### src/hw/baud_gen_regs.svh
`ifndef BAUD_GEN_REGS_SVH
`define BAUD_GEN_REGS_SVH
`define BAUD_RELOAD_ADDR 8'h9a
`define BAUD_CONTROL_ADDR 8'h9b
`define BAUD_RELOAD_RESET 8'h00
`define BAUD_CONTROL_RESET 5'h00
`define BIT_GENERATOR_RUN 4
`define BIT_TX_CLOCK_SELECT 3
`define BIT_RX_CLOCK_SELECT 2
`define BIT_SPEED_SELECT 1
`define BIT_MODE0_SOURCE_SELECT 0
`define MODE0_FIXED_DIV 4'd12
`define SLOW_PRESCALE_DIV 4'd6
`endif

### src/hw/baud_gen_pkg.sv
package baud_gen_pkg;
   typedef struct packed {
      logic generator_run;
      logic tx_clock_select;
      logic rx_clock_select;
      logic speed_select;
      logic mode0_source_select;
   } baud_control_s;

   typedef struct packed {
      logic tx_tick;
      logic rx_tick;
      logic mode0_tick;
   } bit_clock_s;

   typedef struct packed {
      logic [7:0] addr;
      logic [7:0] wdata;
      logic wr;
      logic rd;
   } sfr_req_s;
endpackage

### src/hw/baud_gen_ctrl.sv
`timescale 1ns/1ps
`include "baud_gen_regs.svh"
// Summary of operation
// - The internal generator counts only while the run bit is one and is held stopped while it is zero.
// - The transmitter gets the internal tick when the transmit select bit is one, else the timer overflow.
// - The receiver gets the internal tick when the receive select bit is one, else the timer overflow.
// - The speed bit selects the slow rate when zero and the fast rate when one.
// - In shift mode 0 the source bit selects oscillator divided by 12 when zero, else the internal tick.
// - Control bits 7 to 5 are reserved, read as zero here, and software must write them as zero.
// - Reset clears the five defined control bits.
// - The generator reload value comes from the reload register written by software.
module baud_gen_ctrl (
   input wire logic clk_i,
   input wire logic reset_n_i,
   input wire baud_gen_pkg::sfr_req_s sfr_req_i,
   output logic [7:0] sfr_rdata_o,
   output logic sfr_hit_o,
   input wire logic timer_overflow_tick_i,
   input wire logic mode0_i,
   output baud_gen_pkg::bit_clock_s bit_clock_o,
   output logic generator_tick_o,
   output baud_gen_pkg::baud_control_s baud_control_o
);
   import baud_gen_pkg::*;

   // ==========================================
   // Helper functions
   // ==========================================
   // True when the bus address selects the given register.
   function automatic logic addr_is(
      input logic [7:0] addr,
      input logic [7:0] target
   );
      return addr == target;
   endfunction

   // Picks the internal generator tick or the alternative source for one bit clock.
   function automatic logic pick_tick(
      input logic use_internal,
      input logic internal_tick,
      input logic other_tick
   );
      return use_internal ? internal_tick : other_tick;
   endfunction

   // ==========================================
   // Register file
   // ==========================================
   baud_control_s ctrl_q;
   baud_control_s ctrl_d;
   logic [7:0] reload_q;
   logic [7:0] reload_d;
   logic [7:0] rdata_q;
   logic [7:0] rdata_d;
   logic hit_reload;
   logic hit_control;

   assign hit_reload = addr_is(sfr_req_i.addr, `BAUD_RELOAD_ADDR);
   assign hit_control = addr_is(sfr_req_i.addr, `BAUD_CONTROL_ADDR);

   always_comb
   begin
      ctrl_d = ctrl_q;
      reload_d = reload_q;
      rdata_d = rdata_q;
      if (sfr_req_i.wr && hit_control)
      begin
         ctrl_d = sfr_req_i.wdata[4:0];
      end
      if (sfr_req_i.wr && hit_reload)
      begin
         reload_d = sfr_req_i.wdata;
      end
      // Read data is captured once per read strobe and then held until the next read.
      if (sfr_req_i.rd)
      begin
         if (hit_control)
         begin
            rdata_d = {3'h0, ctrl_q};
         end
         else if (hit_reload)
         begin
            rdata_d = reload_q;
         end
         else
         begin
            rdata_d = 8'h00;
         end
      end
   end

   always_ff @(posedge clk_i or negedge reset_n_i)
   begin
      if (!reset_n_i)
      begin
         ctrl_q <= `BAUD_CONTROL_RESET;
         reload_q <= `BAUD_RELOAD_RESET;
         rdata_q <= 8'h00;
      end
      else
      begin
         ctrl_q <= ctrl_d;
         reload_q <= reload_d;
         rdata_q <= rdata_d;
      end
   end

   assign sfr_rdata_o = rdata_q;
   assign sfr_hit_o = hit_reload | hit_control;
   assign baud_control_o = ctrl_q;

   // ==========================================
   // Internal generator
   // ==========================================
   typedef enum logic [1:0] {
      GEN_STOP = 2'b01,
      GEN_RUN = 2'b10
   } gen_state_e;

   gen_state_e state_q;
   gen_state_e state_d;
   logic [7:0] count_q;
   logic [7:0] count_d;
   logic gen_tick_q;
   logic gen_tick_d;
   logic slow_tick;
   logic step;

   // Slow rate inserts a fixed prescale before the reload counter.
   tick_divider #(
      .DIV(`SLOW_PRESCALE_DIV)
   ) u_slow_prescale (
      .clk_i(clk_i),
      .reset_n_i(reset_n_i),
      .enable_i(ctrl_q.generator_run && !ctrl_q.speed_select),
      .tick_o(slow_tick)
   );

   assign step = ctrl_q.speed_select ? 1'b1 : slow_tick;

   always_comb
   begin
      state_d = state_q;
      count_d = count_q;
      gen_tick_d = 1'b0;
      case (state_q)
         GEN_STOP:
         begin
            // Holding the reload value while stopped makes the first period after a start a full one.
            count_d = reload_q;
            if (ctrl_q.generator_run)
            begin
               state_d = GEN_RUN;
            end
         end
         GEN_RUN:
         begin
            if (!ctrl_q.generator_run)
            begin
               state_d = GEN_STOP;
               count_d = reload_q;
            end
            else if (step)
            begin
               if (count_q == 8'hff)
               begin
                  count_d = reload_q;
                  gen_tick_d = 1'b1;
               end
               else
               begin
                  count_d = count_q + 8'h01;
               end
            end
         end
         default:
         begin
            state_d = GEN_STOP;
            count_d = reload_q;
         end
      endcase
   end

   always_ff @(posedge clk_i or negedge reset_n_i)
   begin
      if (!reset_n_i)
      begin
         state_q <= GEN_STOP;
         count_q <= 8'h00;
         gen_tick_q <= 1'b0;
      end
      else
      begin
         state_q <= state_d;
         count_q <= count_d;
         gen_tick_q <= gen_tick_d;
      end
   end

   assign generator_tick_o = gen_tick_q;

   // ==========================================
   // Clock routing
   // ==========================================
   logic fixed_tick;

   // The fixed divider only counts in shift mode 0, so its phase restarts each time that mode is entered.
   tick_divider #(
      .DIV(`MODE0_FIXED_DIV)
   ) u_mode0_fixed (
      .clk_i(clk_i),
      .reset_n_i(reset_n_i),
      .enable_i(mode0_i),
      .tick_o(fixed_tick)
   );

   always_comb
   begin
      // A source change takes effect in the clock after the control write, so software should switch only while the port is idle.
      bit_clock_o.tx_tick = pick_tick(ctrl_q.tx_clock_select, gen_tick_q, timer_overflow_tick_i);
      bit_clock_o.rx_tick = pick_tick(ctrl_q.rx_clock_select, gen_tick_q, timer_overflow_tick_i);
      bit_clock_o.mode0_tick = pick_tick(ctrl_q.mode0_source_select, gen_tick_q, fixed_tick);
   end
endmodule

### src/hw/tick_divider.sv
`timescale 1ns/1ps
// Free divider producing a one-clock tick every DIV cycles while enabled.
module tick_divider #(
   parameter int unsigned DIV = 12
) (
   input wire logic clk_i,
   input wire logic reset_n_i,
   input wire logic enable_i,
   output logic tick_o
);
   logic [3:0] count_q;
   logic [3:0] count_d;
   logic tick_q;
   logic tick_d;
   localparam logic [3:0] LAST = 4'(DIV - 1);

   always_comb
   begin
      count_d = count_q;
      tick_d = 1'b0;
      if (!enable_i)
      begin
         count_d = 4'h0;
      end
      else if (count_q == LAST)
      begin
         count_d = 4'h0;
         tick_d = 1'b1;
      end
      else
      begin
         count_d = count_q + 4'h1;
      end
   end

   always_ff @(posedge clk_i or negedge reset_n_i)
   begin
      if (!reset_n_i)
      begin
         count_q <= 4'h0;
         tick_q <= 1'b0;
      end
      else
      begin
         count_q <= count_d;
         tick_q <= tick_d;
      end
   end

   assign tick_o = tick_q;
endmodule

### config.mk
export PLATFORM = sky130hd
export DESIGN_NAME = baud_gen_ctrl
export DESIGN_NICKNAME = d
export VERILOG_FILES = /design/src/hw/baud_gen_pkg.sv /design/src/hw/baud_gen_ctrl.sv /design/src/hw/tick_divider.sv
export VERILOG_INCLUDE_DIRS = /design/src /design/src/hw
export SDC_FILE = /design/constraint.sdc
export NUM_CORES = 1
export LEC_CHECK = 0
export BUFFER_PORTS_ARGS = -buffer_cell sky130_fd_sc_hd__buf_2
export CORE_MARGIN = 4
export CORE_UTILIZATION = 58
export DETAILED_ROUTE_END_ITERATION = 6
export PLACE_DENSITY_LB_ADDON = 0.15
export SETUP_SLACK_MARGIN = 0.1
export SYNTH_ARGS = -nofsm -noshare
export SYNTH_HDL_FRONTEND = slang
export SYNTH_SLANG_ARGS = --single-unit
### constraint.sdc
create_clock -name clk_i -period 3.05 [get_ports clk_i]
set_input_delay 0.305 -clock clk_i [delete_from_list [all_inputs] [get_ports clk_i]]
set_output_delay 0.305 -clock clk_i [all_outputs]
set_load 0.1 [all_outputs]
# After elaboration in Yosys (flattened, before gate mapping)
# Index checks and enable logic that the tools add are counted.
classes:
  addsub: 3
  muxes: 25
  n_bitwise: 1
  n_reduce_logical: 5
  n_eq_ne: 10
ops:
  columns: ["op", "count"]
  rows:
  - ["two-way mux 8 bit", 6]
  - ["equality test 8 bit (second input constant)", 3]
  - ["two-way mux 4 bit", 4]
  - ["two-way mux 1 bit", 12]
  - ["adder 4 x 1 -> 4 bit (second input constant)", 2]
  - ["adder 8 x 1 -> 8 bit (second input constant)", 1]
  - ["equality test 4 x 3 -> 1 bit (second input constant)", 1]
  - ["equality test 4 bit (second input constant)", 1]
  - ["two-way mux 2 bit", 2]
  - ["inequality test 2 bit (second input constant)", 2]
  - ["case mux 2 bit (2 select lines)", 1]
  - ["logical AND 1 bit", 3]
  - ["inequality test 3 bit (second input constant)", 1]
  - ["equality test 2 x 1 -> 1 bit (second input constant)", 1]
  - ["equality test 2 bit (second input constant)", 1]
  - ["AND reduction 2 bit", 1]
  - ["zero test 1 bit", 1]
  - ["OR 1 bit", 1]
word_totals:
  input_bits: 22
  out_inout_bits: 18
  ff_bits: 42
  word_cells: 58

# Depth between registers and ports, before layout
# Gate-level depths: netlist (run 1).
depth:
  ltp_word: 5
  mapped_depth: 5
  mapped_depth_nobuf: 5

# Cells and area by module
# From an unflattened synthesis (run 1), not the netlist that was laid out.
hier_totals:
  hier_cells: 183
  hier_area_um2: 2064.5
by_module_without_submodules:
  columns: ["mod", "n_inst", "seq_area_each_um2", "area_per_inst_um2", "cells_each"]
  rows:
  - ["baud_gen_ctrl", 1, 802.0, 1599.0, 143]
  - ["tick_divider at u_slow_prescale", 1, 125.1, 241.5, 21]
  - ["tick_divider at u_mode0_fixed", 1, 125.1, 224.0, 19]

# Least setup slack after synthesis (run 1)
# No wires, ideal clock.
synth_path:
  kind: "register -> register"
  startpoint: "register ctrl_q, in the netlist baud_control_o[4]"
  endpoint: "register count_q[7]"
  period_less_slack_ps: 2198
  stages_incl_launch_ff: 6
  slack_ps: 852
  n_path_buf: 1
  arrival_ps: 2073
  t_required_ps: 2924
  setup_ps: 126
  cell_sequence: "dfrtp_1 -> nand2b_1 -> buf_6 -> or3_4 -> and4_4 -> o311a_1"
synth_via:
  elab_chain_cells: 2
  word_cells_on_any_way: 3
  classes_between: "eq/ne (1); mux (2)"
synth_lines:
  columns: ["element", "line", "rtl"]
  rows:
  - ["from (decl)", "baud_gen_ctrl.sv:49", "baud_control_s ctrl_q;"]
  - ["from (signal assigned)", "baud_gen_ctrl.sv:96", "ctrl_q <= `BAUD_CONTROL_RESET;"]
  - ["from (signal assigned)", "baud_gen_ctrl.sv:102", "ctrl_q <= ctrl_d;"]
  - ["two-way mux 8 bit", "baud_gen_ctrl.sv:158", "if (!ctrl_q.generator_run)"]
  - ["two-way mux 8 bit", "baud_gen_ctrl.sv:146", "case (state_q)"]
  - ["to (signal assigned)", "baud_gen_ctrl.sv:195", "count_q <= count_d;"]
  - ["to (decl)", "baud_gen_ctrl.sv:122", "logic [7:0] count_q;"]
# Parallel ways exist; a longest one is shown, timed or not.
# A chain may end at the register's enable or synchronous reset.

# Worst setup path after layout (run 1)
layout_path:
  startpoint: "register state_q[0]"
  endpoint: "register count_q[3]"
layout_via:
  elab_chain_cells: 2
  word_cells_on_any_way: 3
  classes_between: "eq/ne (2); mux (1)"
layout_lines:
  columns: ["element", "line", "rtl"]
  rows:
  - ["from (decl)", "baud_gen_ctrl.sv:120", "gen_state_e state_q;"]
  - ["from (signal assigned)", "baud_gen_ctrl.sv:194", "state_q <= state_d;"]
  - ["equality test 2 bit (*)", "baud_gen_ctrl.sv:146", null]
  - ["inequality test 3 bit (no line) / two-way mux 8 bit (equally long branches)", null, null]
# Mark *: on every way between the ends. The rest lies on a longest branch, timed or not.

==> results of run 1 <==
cells by family after synthesis:
| family | synth area share |
|---|---|
| simple gates | 0.169 |
| flops | 0.525 |
| compound gates | 0.106 |
| mux | 0.144 |
| buf+inv | 0.0306 |
| xor+xnor | 0.0131 |
| fa+ha+maj | 0.0125 |
path summary, 6_finish.rpt:
check / startpoint / end / slack (ps) / cells past startpoint
max: state_q[0]$_DFFE_PN1P_ / count_q[3]$_DFFE_PN0P_ / 1150 / 4
max reg2reg: state_q[0]$_DFFE_PN1P_ / count_q[3]$_DFFE_PN0P_ / 1150 / 4
min in group clk_i: sfr_req_i[9] / reload_q[7]$_DFFE_PN0P_ / 180 / 2
min: reset_n_i / count_q[5]$_DFFE_PN0P_ / 70 / 1
max in group asynchronous: reset_n_i / reload_q[2]$_DFFE_PN0P_ / 2410 / 1
min reg2reg: u_slow_prescale.count_q[3]$_DFF_PN0_ / u_slow_prescale.tick_o$_DFF_PN0_ / 450 / 1
placed cells by master (no fill, tap or decap), types with 2 or more instances in the layout:
cell,count
sky130_fd_sc_hd__nand3_1,6
sky130_fd_sc_hd__and2_1,2
sky130_fd_sc_hd__xnor2_1,2
sky130_fd_sc_hd__ha_1,2
sky130_fd_sc_hd__nand2_1,13
sky130_fd_sc_hd__buf_2,39
sky130_fd_sc_hd__bufinv_16,2
sky130_fd_sc_hd__inv_1,9
sky130_fd_sc_hd__dfrtp_1,41
sky130_fd_sc_hd__o21ai_0,8
sky130_fd_sc_hd__nor2b_1,7
sky130_fd_sc_hd__nor3_1,2
sky130_fd_sc_hd__o21bai_1,2
sky130_fd_sc_hd__nor4_1,3
sky130_fd_sc_hd__nor2_1,13
sky130_fd_sc_hd__clkbuf_4,5
sky130_fd_sc_hd__a31o_2,3
sky130_fd_sc_hd__a221o_1,2
sky130_fd_sc_hd__a21oi_1,7
sky130_fd_sc_hd__nor3b_1,3
sky130_fd_sc_hd__mux2i_1,4
sky130_fd_sc_hd__o22ai_1,5
sky130_fd_sc_hd__mux2_2,22
sky130_fd_sc_hd__nand2b_1,3
layer usage:
layer | vias up | routed length, um | GRT usage
li1 | 730 | - | -
met1 | 758 | 1780 | 0.273
met2 | 49 | 2130 | 0.356
met3 | 5 | 230 | 0.0607
met4 | 0 | 41 | 0.0533
met5 | - | 0 | 0
area by class of cell:
type | count | area (um2)
Sequential cell | 42 | 1050
Multi-Input combinational cell | 124 | 890
Inverter | 9 | 33.8
Clock inverter | 2 | 60.1
Fill cell | 264 | 997
Timing Repair Buffer | 39 | 195
Tap cell | 46 | 57.6
Clock buffer | 6 | 51.3
critical path: stages (launching register included):
cell and delay [ps]:
sky130_fd_sc_hd__dfstp_2 400, sky130_fd_sc_hd__nand3b_1 420, sky130_fd_sc_hd__o21ba_2 420, sky130_fd_sc_hd__mux2_2 340, sky130_fd_sc_hd__o22a_1 200
report_power, final:
part | internal [mW] | leakage, nW | switching, mW
Sequential | 0.576 | 0.577 | 0.0202
Combinational | 0.0377 | 0.500 | 0.0719
Clock | 0.278 | 0.0585 | 0.180
state kept, by name, indices dropped and copies added (netlist names):
register and cells:
u_slow_prescale.tick_o 1, state_q 2, generator_tick_o 1, u_slow_prescale.count_q 4, count_q 8, u_mode0_fixed.count_q 4, u_mode0_fixed.tick_o 1, sfr_rdata_o 8
reload_q 8, baud_control_o 5
==> flow_results.org, run 1 <==
** STA
- The routed design could run at a clock period as short as 1900 ps.
- Worst-Margin Slew :: 918 ps
- In the finished design, the share of the clock period the worst path needs comes to 0.622.
- Max frequency :: 527 MHz
- Setup violations remaining at the end of the flow were counted as 0.
- Setup tns final :: 0 ps
- Final number of hold-violating endpoints :: 0
- Setup repair after global routing left no endpoint under its margin.
- Setup ws final :: 1150 ps
- Across all hold checks on the routed design, the worst slack comes to 69.1 ps.
- Max Slew Vio Count :: 0
- Skew final :: 11.2 ps
- Measured against its own limit, the worst slew margin works out to 0.388.

** Pwr
- Summed over all cells, the static leakage comes to 1.14 nW.
- IR analysis of the VDD net gives a maximum drop of 0.000286 V.
- Power spread over the standard cell area amounts to 497 nW/um2.
- Total power consumption of the routed design :: 1.16 mW

** Clock tree
- Root buffer cell :: sky130_fd_sc_hd__clkbuf_4
- Clock tree synthesis found a total of 42 sinks.
- In this run the post-CTS setup repair buffer count came out at 0.
- In this run the number of H-tree levels came out at 2.
- Number of buffers created by CTS :: 5
- After clock tree synthesis, the repair step resized 0 gates.
- Longest Clk Path Bufs :: 2
- Clock latency on the worst-skew pair, taken at its later pin, is 350 ps.
- TritonCTS built the clock tree.
- Clock-pin slew was measured on the worst setup and hold paths at 130 ps.
- In this run, post-CTS hold repair placed 0 buffers.

** Synthesis
- In the post-synthesis netlist, the cell with the most instances is sky130_fd_sc_hd__dfrtp_1.
- Flops & latches, synth :: 42
- Average cell area after synthesis :: 11.1 um2
- Sorting the synthesized cells by how often they occur yields sky130_fd_sc_hd__dfrtp_1, sky130_fd_sc_hd__mux2_2, sky130_fd_sc_hd__nand2_1, sky130_fd_sc_hd__nor2_1, sky130_fd_sc_hd__inv_1.
- The share of the Yosys chip area taken by registers is 0.525.
- Synthesis handed over a netlist of 180 instances.
- Distinct cell type count of the synthesized netlist :: 40
- By area the synthesized netlist is led by sky130_fd_sc_hd__dfrtp_1, sky130_fd_sc_hd__mux2_2, sky130_fd_sc_hd__nand2_1.
- Yosys mapped a number of flops with a built-in enable equal to 0.
- Of the post-synthesis cell area, the dominant cell type holds 0.512.
- For this run, asynchronously set or reset flops after synthesis account for 1.00.
- Post-synth net total :: 204
- Cell accounting for the most synthesized area :: sky130_fd_sc_hd__dfrtp_1
- Total of warnings raised by yosys :: 0
- After synthesis the cells add up to 2000 um2.
- Among all flip-flop cells after synthesis, the most frequent one is sky130_fd_sc_hd__dfrtp_1.

** Placed design
- Detailed placement ended at an HPWL of 3120 um.
- OpenSTA, run right after detailed placement, puts the worst setup slack at 918 ps.
- In this run, placement finished with an instance count of 260.
- Routability cong. :: 0.850
- Port buffer count :: 39
- In this run the cell area measured after placement is 2230 um2.

** Die
- The initialized floorplan defines 21 standard-cell rows.
- In this run the vertical extent of the chip is 66.8 um.
- DIE WIDTH :: 66.8 um
- Die Outline Area :: 4460 um2
- Pin placement for this block handled 40 I/O pins.
- For this configuration, the core starts out at a cell density of 0.600.
- In this run the standard cell core region covers 3340 um2.

** Drt
- Aggregate routed wire length :: 4180 um
- Vias per cell :: 5.75
- The detailed router finished its first iteration with 120 violations.
- Number of remaining DRC errors :: 0
- Final antenna-violating net count :: 0
- Average wire length per cell after detail routing :: 15.6 um
- Detailed routing inserted a total of 1542 vias.
- The pre-antenna-repair detailed-routing pass consisted of 4 iterations.

** GRT
- For this run the aggregate overflow at the end of global routing stands at 0.
- Entering global routing, the biggest net connects 43 pins.
- Vias in the first global route :: 1541
- In the global route stage, overall resource usage came out at 0.214.
- The first global-routing pass estimated 7090 um of wire.
- The number of antenna violations at the first check in global routing is 0.

** Setup path
- At the worst endpoint, the required time is 3290 ps.
- Crit path launch type :: flop
- Data arrives at the worst endpoint at 2140 ps.
- Along the worst path, the maximum fanout reaches 14.
- The critical path in this run is classified as reg -> reg.
- Endpoint type of the worst setup path :: flop

** Status
- The run finished with clean final reports.

** Cells and area
- From synthesis to final layout, the design area changed by 16.8%.
- At the end of the flow the core is filled with cells to 0.701.
- Ant diodes :: 0
- Final cell area excluding filler cells :: 2340 um2
- Number of non-filler instances in the completed layout :: 268
- In the final layout, the share of cells above drive strength 1 is 0.351.
- Fin nets :: 245

** Hold path
- Path class of the lowest-slack min-delay path :: in -> async

** Job
- The tool flagged a number of max-cap violations equal to 0.
Note: power is estimated with default switching activity, not from simulation.
==> inputs of run 2 (changes only) <==
Settings changed: CORE_UTILIZATION 58 to 54.
Clock period 3.05 ns to 1.85 ns, I/O delays scaled along.
==> run 2 against run 1 <==
- register-to-register slack worse by 960 ps
- final area is 2.8% higher
- worst setup slack worse by 960 ps
- critical endpoint unchanged
- combinational power rose by 69%
- maximum frequency grew 14%
==> flow_results.org, run 2 (same netlist as run 1, synthesis figures left out) <==
** Pwr
- The leakage power was 1.14 nW (about the same).
- Power density over the cells :: 712 nW/um2 (+43%)
- The worst vdd rail ir drop is 0.000485 V (+69%).

** STA
- Tmin final :: 1660 ps (-237 ps)
- Worst-Margin Slew :: 524 ps (-394 ps)
- The count of pins over their slew limit is 0 (unchanged).
- The post-route fraction of the period consumed by the critical path came to 0.898 (+0.276).
- Final setup violation count :: 0 (unchanged)
- RSZ-0062 raised after global routing :: false
- Final number of hold-violating endpoints :: 0 (unchanged)
- Max frequency :: 602 MHz (+14%)
- Skew final :: 5.57 ps (-5.60 ps)
- Setup ws final :: 189 ps (-963 ps)
- Worst rel slew slack :: 0.651 (+0.263)
- Setup tns final :: 0 ps (unchanged)

** Setup path
- R2r setup slk :: 190 ps (-960 ps)
- The endpoint identified for the worst register-to-register timing path is count_q[3]$_DFFE_PN0P_.
- CP arrival :: 1840 ps (-300 ps)
- STA classifies the critical path startpoint as a flop.
- Worst reg2reg startpoint :: count_q[0]$_DFFE_PN0P_
- Worst Reg2Reg Path Length in Cells :: 5 (+1)
- Required time at the endpoint of the critical path :: 2030 ps (-1260 ps)
- Max Fanout on Critical Path :: 6 (-8)
- Endpoint type of the worst setup path :: flop
- In this run the worst setup path begins at count_q[0]$_DFFE_PN0P_.
- The worst setup path is of the reg -> reg kind.

** Placed design
- Routability cong. :: 0.843 (-0.75%)
- Port buffer count :: 39 (unchanged)
- HPWL Detailed :: 3210 um (+2.8%)
- The post-placement worst setup slack came to 132 ps (-786 ps).

** Drt
- The count of unresolved DRC violations after routing is 0 (unchanged).
- The iteration count of the initial detailed-routing pass is 4 (unchanged).
- Average wire length per cell after detail routing :: 15.8 um (+1.7%)
- Vias per cell :: 5.73 (-0.45%)
- The sum of routed wire length over all layers was 4310 um (+3.2%).
- Via count :: 1558 (+1.0%)
- Final antenna-violating net count :: 0 (unchanged)
- 1st-iter DRT viols :: 159 (+33%)

** GRT
- The maximum number of pins on one net before global-route repair came to 43 (unchanged).
- The via count of the first global-routing pass came to 1577 (+2.3%).
- The global-route usage over all layers came to 0.202 (-0.0113).
- GRT overflow :: 0 (unchanged)
- The number of antenna violations at the first check in global routing was 0 (unchanged).
- Global-route wire length before repair :: 6930 um (-2.2%)

** Status
- Outcome :: finished, final reports clean

** Clock tree
- The number of clock buffers inserted by TritonCTS is 5 (unchanged).
- The CTS clock-pin slew for the worst setup and hold paths is 80 ps (-50 ps).
- CTS tree :: done
- The number of clock sinks seen by CTS is 42 (unchanged).
- The maximum number of buffers from clock root to sink is 2 (unchanged).
- The root buffer cell chosen for the clock tree is sky130_fd_sc_hd__clkbuf_8.
- Clock insertion delay at the later pin of the skew report :: 290 ps (-60 ps)
- Number of buffers inserted by post-CTS setup repair :: 0 (unchanged)
- The H-tree depth is 2 (unchanged).

** Die
- The die height came to 68.9 um (+3.2%).
- Die Outline Area :: 4750 um2 (+6.5%)
- Row count :: 21 (unchanged)
- The boundary pin count is 40 (unchanged).
- Core footprint :: 3470 um2 (+3.9%)
- Starting density of the core :: 0.578 (-0.0227)
- DIE WIDTH :: 68.9 um (+3.2%)

** Hold path
- The worst hold path begins at sfr_req_i[9].
- For hold timing, the worst endpoint is reload_q[7]$_DFFE_PN0P_.
- Path class of the lowest-slack min-delay path :: in -> reg
- Hold Crit Depth :: 2

** Cells and area
- Layout overhead on the synthesized area :: 20.1%
- Most frequent standard cell in the layout excluding fill and tap cells :: sky130_fd_sc_hd__buf_2
- The number of nets in the layout is 250 (+2.0%).
- The fraction of final layout cells with drive strength greater than 1 was 0.389 (+0.0380).
- Ant diodes :: 0 (unchanged)
- The top cell types in the final layout, fill and taps aside, are sky130_fd_sc_hd__buf_2, sky130_fd_sc_hd__dfrtp_1, sky130_fd_sc_hd__mux2_2.
- Total of fill cells in the finished design :: 276 (+4.5%)

** Job
- Count of maximum capacitance violations :: 0 (unchanged)
[run 2: where the power goes]
part           internal [mW]  total (mW)  switching, mW
logic                 0.0670       0.186          0.119
clock network          0.260       0.541          0.281
registers              0.951       0.987         0.0357
total                   1.28        1.71          0.436
[run 2: area by class of cell]
cell class	count	area (um2)	share of cell area
flip-flops and latches	42	1060	0.443
multi-input cells	124	922	0.383
repair buffers	44	250	0.104
clock buffers	7	76.3	0.0317
well taps	46	57.6	0.0239
inverters	9	33.8	0.0140
[run 2: how the worst max path moves through the flow]
stage,to,cells after the start
after floorplan,count_q[7]$_DFFE_PN0P_,5
after global placement,count_q[7]$_DFFE_PN0P_,5
after detailed placement,reload_q[0]$_DFFE_PN0P_,6
after CTS,count_q[3]$_DFFE_PN0P_,5
after global routing,count_q[3]$_DFFE_PN0P_,5
final,count_q[3]$_DFFE_PN0P_,5
[run 2: stage by stage]
step	cells	total power, mW	utilization	instance area [um2]	hold WS, ps
floorplan	180	1.12	-	2020	-111
global placement	264	1.18	0.661	2290	272
detailed placement	264	1.19	0.661	2290	281
CTS	272	1.72	0.686	2380	131
global route	272	1.80	0.693	2400	129
finish	272	1.71	0.693	2400	136
[run 2: what timing repair did]
action                                  in CTS  in global routing
resized for setup                            0                  4
endpoints found under the setup margin       0                  5
endpoints found under the hold margin       41                  0
hold buffers                                 1                  0
[run 2: routing by layer]
layer | track usage | wire (um)
met5 | 0 | 0
met3 | 0.0648 | 275
met4 | 0.0803 | 52
met1 | 0.232 | 1710
met2 | 0.349 | 2270
[run 2: worst max-delay path, cell delays in order (launching register included)]
cell	delay, ps
sky130_fd_sc_hd__dfrtp_1	460
sky130_fd_sc_hd__ha_4	200
sky130_fd_sc_hd__nand4_4	150
sky130_fd_sc_hd__o21ba_2	280
sky130_fd_sc_hd__mux2_2	270
sky130_fd_sc_hd__o22a_1	190
